### src/common/rx_port_pkg.sv
// shared constants and types for the cell receive port
package rx_port_pkg;
  localparam int unsigned byte_w = 8;
  localparam int unsigned cell_bytes = 53;
  localparam logic [5:0] cell_last = 6'h34;
  localparam logic [5:0] count_rst = 6'h00;
  localparam logic [7:0] byte_rst = 8'h00;
  localparam int unsigned buf_depth = 2;
  typedef enum logic {mode_phy, mode_atm} port_mode_t;
  typedef logic [byte_w-1:0] port_byte_t;
endpackage : rx_port_pkg

### src/common/rx_port_if.sv
// link between the sending party and the cell receive port
`timescale 1ns/100ps
`default_nettype none
interface rx_port_if;
  import rx_port_pkg::*;
  logic rx_port_cell_space;
  logic rx_port_enable_in;
  port_byte_t rx_port_byte_bus;
  logic rx_port_parity_in;
  logic rx_port_cell_start;
  modport device (
    output rx_port_cell_space,
    input rx_port_enable_in,
    input rx_port_byte_bus,
    input rx_port_parity_in,
    input rx_port_cell_start
  );
  modport sender (
    input rx_port_cell_space,
    output rx_port_enable_in,
    output rx_port_byte_bus,
    output rx_port_parity_in,
    output rx_port_cell_start
  );
endinterface : rx_port_if
`default_nettype wire

### src/design/cell_rx_port.sv
// device end: receive port with parity check and two-entry buffer
`timescale 1ns/100ps
`default_nettype none
module cell_rx_port (
  input wire logic clock,
  input wire logic rstn,
  input wire rx_port_pkg::port_mode_t mode,
  rx_port_if.device link,
  output logic rx_port_parity_error,
  output logic out_valid,
  output rx_port_pkg::port_byte_t out_byte,
  output logic out_first,
  input wire logic out_ready
);
  import rx_port_pkg::*;

  // timing in short, one port clock for every register:
  //   phy: a byte stands in the cycle with enable low and is captured at
  //   the edge that closes that cycle; cell space falls as soon as the
  //   buffer holds a byte, and the one trailing byte still in flight fits
  //   in the second entry
  //   atm: read enable (cell space low) stands for one cycle, the byte
  //   follows in the next cycle, and a new read waits for an empty buffer
  //   parity error is a one-cycle level for the byte of the cycle before
  //   mode: a role change waits for an empty buffer and no read in
  //   flight, then cell space jumps to the idle level of the new role
  //   limitation: atm throughput is one byte per three cycles at best

  // role as the port sees it; taken over only while nothing is moving
  port_mode_t mode_r, mode_nxt;
  logic mode_idle;

  // atm read enable and its delayed copy
  logic rd_r, rd_nxt;
  logic rd_d_r, rd_d_nxt;

  // high in a cycle whose byte bus must be captured
  logic byte_in;

  // cell space pin register
  logic space_r, space_nxt;

  // parity of the byte on the bus and the registered error flag
  logic odd_ok;
  logic perr_r, perr_nxt;

  // two-entry buffer, start flag kept above the byte
  logic [8:0] ent_r [buf_depth];
  logic [8:0] ent_nxt [buf_depth];
  logic [1:0] cnt_r, cnt_nxt;
  logic pop;

  // head-valid flag kept in a flop so the output is registered
  logic valid_r, valid_nxt;

  // capture qualifier: enable low in phy, one cycle after read in atm
  always_comb begin
    // a byte outside these cycles is ignored, whatever the bus shows
    if (mode_r == mode_phy) begin
      byte_in = !link.rx_port_enable_in;
    end else begin
      byte_in = rd_d_r;
    end
  end

  // buffer next state; a pop frees the head before the new byte lands,
  // so a full buffer that is drained in the same cycle still takes it
  always_comb begin
    pop = valid_r && out_ready;
    ent_nxt = ent_r;
    cnt_nxt = cnt_r;
    if (pop) begin
      ent_nxt[0] = ent_r[1];
      cnt_nxt = cnt_nxt - 2'h1;
    end
    // the handshakes keep at most two bytes in flight, so no byte is lost
    if (byte_in && cnt_nxt < 2'h2) begin
      ent_nxt[cnt_nxt[0]] = {link.rx_port_cell_start,
                             link.rx_port_byte_bus};
      cnt_nxt = cnt_nxt + 2'h1;
    end
    // valid follows the count at the same edge, like the entries
    valid_nxt = (cnt_nxt != 2'h0);
  end

  // buffer registers; entries clear on reset so the outputs start
  // from a known value
  always_ff @(posedge clock) begin
    if (!rstn) begin
      cnt_r <= 2'h0;
      valid_r <= 1'b0;
      ent_r[0] <= 9'h000;
      ent_r[1] <= 9'h000;
    end else begin
      cnt_r <= cnt_nxt;
      valid_r <= valid_nxt;
      ent_r <= ent_nxt;
    end
  end

  // atm reads: one at a time, only into an empty buffer with a cell
  // available; the delayed copy marks the cycle the byte is on the bus
  always_comb begin
    rd_nxt = 1'b0;
    rd_d_nxt = rd_r;
    // no read while a role change is being taken over
    if (mode_r == mode_atm && mode_nxt == mode_atm) begin
      rd_nxt = link.rx_port_enable_in && cnt_nxt == 2'h0 && !rd_r &&
               !rd_d_r;
    end
  end

  // read pipeline registers; nothing is in flight after reset,
  // so the first read waits for cell available
  always_ff @(posedge clock) begin
    if (!rstn) begin
      rd_r <= 1'b0;
      rd_d_r <= 1'b0;
    end else begin
      rd_r <= rd_nxt;
      rd_d_r <= rd_d_nxt;
    end
  end

  // cell space: room indication in phy, active-low read enable in atm;
  // registered so the far end sees a clean level for the whole cycle
  always_comb begin
    if (mode_r == mode_phy) begin
      space_nxt = (cnt_nxt == 2'h0);
    end else begin
      space_nxt = !rd_nxt;
    end
    // a role change puts the pin at the idle level of the new role
    if (mode_nxt != mode_r) begin
      space_nxt = (mode_nxt == mode_atm);
    end
  end

  // cell space register; low in reset so a phy sender waits, though
  // an atm sender takes that low level as a read enable during reset
  always_ff @(posedge clock) begin
    if (!rstn) begin
      space_r <= 1'b0;
    end else begin
      space_r <= space_nxt;
    end
  end

  // odd parity over the byte and its parity bit; only a captured
  // byte can raise the flag, idle bus noise is not reported
  always_comb begin
    odd_ok = ^{link.rx_port_parity_in,
               link.rx_port_byte_bus};
    perr_nxt = byte_in && !odd_ok;
  end

  // parity flag register; it stands for one cycle per bad byte
  // and is never held, the reader must watch every cycle
  always_ff @(posedge clock) begin
    if (!rstn) begin
      perr_r <= 1'b0;
    end else begin
      perr_r <= perr_nxt;
    end
  end

  // role takeover only when the buffer is empty and no read is pending,
  // so a byte is never judged under the wrong role
  always_comb begin
    // a byte on the bus or a read in flight holds the old role
    mode_idle = cnt_r == 2'h0 && !byte_in && !rd_r && !rd_d_r;
    if (mode_idle) begin
      mode_nxt = mode;
    end else begin
      mode_nxt = mode_r;
    end
  end

  // role register; phy after reset, the new role is taken on the
  // first idle cycle after release
  always_ff @(posedge clock) begin
    if (!rstn) begin
      mode_r <= mode_phy;
    end else begin
      mode_r <= mode_nxt;
    end
  end

  // outputs straight from flops: the head entry, its valid flag,
  // the cell space pin and the parity flag; no logic stands between
  // a register and a pin
  assign link.rx_port_cell_space = space_r;
  assign rx_port_parity_error = perr_r;
  assign out_valid = valid_r;
  assign out_byte = ent_r[0][7:0];
  assign out_first = ent_r[0][8];
endmodule : cell_rx_port
`default_nettype wire

### src/flat_wrapper.sv
// flat-port wrapper written by rule: the top's interface ports become plain ports
module cell_rx_port_flat import rx_port_pkg::*;
  (clock, rstn, mode, rx_port_parity_error, out_valid, out_byte, out_first, out_ready, link_rx_port_cell_space, link_rx_port_enable_in, link_rx_port_byte_bus, link_rx_port_parity_in, link_rx_port_cell_start);
  rx_port_if link_i ();
  input wire logic clock;
  input wire logic rstn;
  input wire rx_port_pkg::port_mode_t mode;
  output logic rx_port_parity_error;
  output logic out_valid;
  output rx_port_pkg::port_byte_t out_byte;
  output logic out_first;
  input wire logic out_ready;
  output wire logic [$bits(link_i.rx_port_cell_space)-1:0] link_rx_port_cell_space;
  input wire logic [$bits(link_i.rx_port_enable_in)-1:0] link_rx_port_enable_in;
  input wire logic [$bits(link_i.rx_port_byte_bus)-1:0] link_rx_port_byte_bus;
  input wire logic [$bits(link_i.rx_port_parity_in)-1:0] link_rx_port_parity_in;
  input wire logic [$bits(link_i.rx_port_cell_start)-1:0] link_rx_port_cell_start;
  assign link_rx_port_cell_space = link_i.rx_port_cell_space;
  assign link_i.rx_port_enable_in = link_rx_port_enable_in;
  assign link_i.rx_port_byte_bus = link_rx_port_byte_bus;
  assign link_i.rx_port_parity_in = link_rx_port_parity_in;
  assign link_i.rx_port_cell_start = link_rx_port_cell_start;
  cell_rx_port u_core (.clock(clock), .rstn(rstn), .mode(mode), .link(link_i), .rx_port_parity_error(rx_port_parity_error), .out_valid(out_valid), .out_byte(out_byte), .out_first(out_first), .out_ready(out_ready));
endmodule
### config.mk
export PLATFORM = sky130hd
export DESIGN_NAME = cell_rx_port_flat
export DESIGN_NICKNAME = d
export VERILOG_FILES = /design/src/common/rx_port_pkg.sv /design/src/common/rx_port_if.sv /design/src/design/cell_rx_port.sv /design/src/flat_wrapper.sv
export SDC_FILE = /design/constraint.sdc
export NUM_CORES = 1
export LEC_CHECK = 0
export ABC_AREA = 1
export ABC_CLOCK_PERIOD_IN_PS = 3500
export BUFFER_PORTS_ARGS = -buffer_cell sky130_fd_sc_hd__clkbuf_2
export CORE_UTILIZATION = 45
export DETAILED_ROUTE_END_ITERATION = 10
export PLACE_DENSITY = 0.63
export SYNTH_ARGS = -nofsm -noshare
export SYNTH_HDL_FRONTEND = slang
export SYNTH_SLANG_ARGS = --single-unit
### constraint.sdc
create_clock -name clock -period 3.5 [get_ports clock]
set_input_delay 0.7 -clock clock [delete_from_list [all_inputs] [get_ports clock]]
set_output_delay 0.7 -clock clock [all_outputs]
set_load 0.005 [all_outputs]
---- Word level (Yosys, flattened, before mapping) ----
Cells that the tools add are included.
word-level totals
  output and inout bits ................... 12
  bits in registers ....................... 26
operators by class
  muxes and demuxes ....................... 12
  reduce and logical (&&, ||, !) cells .... 21
  add/sub/neg operators ................... 2
  bitwise gates (word level) .............. 1
  $lt $le $gt $ge ......................... 3
  eq/ne operators ......................... 1
operator list
  cell                   number
  $bwmux W18             1
  $mux W18               1
  $mux W9                2
  $logic_and A1 B1 Y1    11
  $demux W9 S1           1
  $reduce_xor A9 Y1      1
  $logic_not A1 Y1       6
  $mux W1                5
  $logic_not A2 Y1       2
  $mux W2                2
  $add A2 B1 Y2 const B  1
  $ge A2 B2 Y1 const B   1
  $lt A2 B1 Y1 const B   1
  $lt A2 B2 Y1 const B   1
  $not A1 Y2             1
  $reduce_bool A2 Y1     1
  $sub A2 B1 Y2 const B  1
  $ne A1 B1 Y1           1

---- Depth between registers and ports, before layout ----
  word-level depth ........................ 13
  mapped depth ............................ 12

---- Worst setup path before layout ----
No wires, ideal clock.
  path kind ............................... input -> register
  start ................................... input link_rx_port_enable_in
  end ..................................... register with a tool-made name
  library setup time ...................... 0.070 ns
  buffers on the path ..................... 2
  arrival ................................. 1.898 ns
  stages .................................. 10
  path slack .............................. 1.532 ns
  path through ............................ inv_1 > nand2_2 > nand2_1 > inv_2 > a21oi_4 > ha_1 > clkbuf_1 > clkbuf_1 > o21ai_0 > a21oi_1
RTL lines
  what         RTL line            source
  from (decl)  flat_wrapper.sv:14  input wire logic [$bits(link_i.rx_port_enable_in)-1:0] link_rx_port_enable_in;

==> impl_results.md <==
- Post-placement cell area: 1530 um2
- Post-Syn Nets: 247
- R2R depth: 10
- Worst vdd ir: 0.326 mV
- Clk slew on worst S/H paths: 0.13 ns
- Port Buffer Count: 26
- Post_cts resized: 0
- Via count: 1308
- Clk root buf: clkbuf_4
- Post-synthesis cell area: 1460 um2
- Die area: 3490 um2
- H-tree Lvls: 1
- Yosys cell types: 18
- Synth Area in XOR/XNOR: 0%
- Simple-gate portion of the synthesized area: 37.4%
- Pins over their slew limit: 0
- FMAX: 449 MHz
- Critical path data required time: 3.75 ns
- ANT cells: 0
- Slew headroom: 66.4%
- PwrDens: 670 nW/um2
- Yosys reg bits: 26
- Clk Latency, worst-skew pair: 0.31 ns
- # IOs: 27
- Crit path time final: 2.23 ns
- Kind of critical path: in2reg
- GPL Wtd Cong: 0.848
- FP Rows: 20
- CTS tree: yes
- Gate Count Post-Synth: 229
- Reg2reg setup slack: 1.33 ns
- Synth Area in Adders: 2.56%
- CP startpoint kind: primary input
- Leak: 0.000877 uW
- Crit share post-route: 63.6%
- Yosys warns: 0
- Chip width: 59.0 um
- Share of layout cells above drive strength 1: 15.3%
- Combinational family with the most area after synthesis: simple AND/OR/NAND/NOR gates
- Clk sinks: 26
- Mean Syn Cell Area: 6.39 um2
- Max-cap violations: 0
- Main flop type after synthesis: dfxtp_1
- RSZ-0062 raised after global routing: no
- Synth area leader: dfxtp_1
- Post-synth EDFFs: 0
- First-pass GRT wire length: 4.73 mm
- Placed cells: 283
- Synth async-reset ratio: 0%
- Min-delay worst type: reg2reg
- Die Height: 59.0 um
- Hold depth: 2
- Layout area overhead: 6.24%
- Worst hold slack: 0.438 ns
- Initial Utilization: 47.6%
- Worst Slack Setup Final: 1.27 ns
- Endpoints failing hold: 0
- Fin nets: 262
- Slew @ Worst Pin: 0.504 ns
- Yosys top cell area share: 35.6%
- Critical Path Fanout Max: 18
- Placeable core region: 3080 um2
- Post-CTS Hold Buffers: 0
- Drt first pass iters: 4
- DRC Markers: 0
- Worst Clk Skew: 0.00523 ns
- Final instance count without filler cells: 286
- Detailed placer's ending HPWL: 2.12 mm
- Synth top area cells: dfxtp_1 36%, nand2_1 21%, nor2_1 7.2%
- Post-DR wirelength/cell: 9.80 um
- CTS buffer count: 3
- Mux cell area share after synthesis: 0%
- Post-Place Setup Slack: 0.930 ns
- Average via count per standard cell: 4.57
- Status: completed
- Grt ovf: 0
- Clock Path Buffers: 2
- CP Data Arrival Time: 2.48 ns
- Setup TNS Final: 0 ns
- Top post-synthesis cells by count: 83 x nand2_1, 28 x nor2_1, 27 x inv_1, 26 x dfxtp_1, 14 x nand3_1
- Endpoint class of the critical path: register
- Most common cell in the netlist: nand2_1
- Drt first-iter violations: 76
- Post-DRT Antenna Nets: 0
- Register area share after synthesis: 35.6%
- Largest net degree at the start of global routing: 22
- Postcts setup bufs: 0
- Final setup violation count: 0
- Vias in the first global route: 1087
- Post-synthesis compound-gate area fraction: 9.15%
- All-Layer GR Usage: 17.9%
- Final instance area: 1560 um2
- Final wirelength: 2.80 mm
- Initial antenna violation count: 0
-- worst max-delay path, stage by stage --
cell and delay [ns]:
clkbuf_2 0.19, nand2_1 0.36, nand2_1 0.19, a21oi_4 0.21, ha_1 0.50, o21ai_0 0.18, a21oi_1 0.15
-- stage by stage --
stage | power (uW) | utilization, %
2_1_floorplan | 861 | -
3_3_place_gp | 928 | 49.8
3_5_place_dp | 929 | 49.8
4_1_cts | 1060 | 50.5
5_1_grt | 1150 | 50.5
6_report | 1040 | 50.5
-- cell type report --
| class | instances | area [um2] |
|---|---|---|
| well taps | 44 | 55.1 |
| fillers | 350 | 1520 |
| flip-flops and latches | 26 | 520 |
| inverters | 29 | 109 |
| repair buffers | 26 | 130 |
| clock buffers | 3 | 22.5 |
| multi-input cells | 158 | 718 |
-- power by group --
group | leakage [uW] | switching, uW | total, uW | internal (uW)
registers | 0.000213 | 65.4 | 450 | 385
logic | 0.000650 | 286 | 469 | 182
clock network | 0.0000138 | 83.1 | 123 | 40.3
-- path summary, 6_finish.rpt --
| kind | from | end |
|---|---|---|
| worst min register to register | u_core.rd_d_nxt$_SDFF_PN0_ | u_core.rd_d_r$_SDFF_PN0_ |
| worst max register to register | u_core.out_valid$_SDFF_PN0_ | u_core.link.rx_port_cell_space$_SDFF_PN0_ |
| worst min-delay path | u_core.rd_d_nxt$_SDFF_PN0_ | u_core.rd_d_r$_SDFF_PN0_ |
| worst max-delay path | out_ready | register |
-- metal layers --
layer	up-vias	track usage, %	wire (um)
li1	722	-	-
met1	563	25.0	1440
met2	21	28.6	1260
met3	2	2.18	95
met4	0	6.12	16
met5	-	0	0
-- cells by family (layout without fill, tap and decap cells) --
group                    after synthesis  count (layout)
AND/OR/NAND/NOR                      131             131
buffers and inverters                 45              58
flip-flops                            26              26
AO/OA/AOI/OAI                         24              24
adder cells (fa/ha/maj)                3               3
-- placed cells by master (no fill, tap or decap) --
master    Yosys  final
a211oi_1      1      1
nor2_1       28     28
and3_1        1      1
inv_1        27     27
nand3_4       2      2
clkbuf_4      0      3
a21oi_4       1      1
o21ai_0       9      9
a21oi_1      13     13
dfxtp_1      26     26
nand3_1      14     14
ha_1          3      3
inv_2         2      2
nand2_2       2      2
clkbuf_2      0     26
nand2_1      83     83
or2_2         1      1
(Power assumes the default switching activity.)
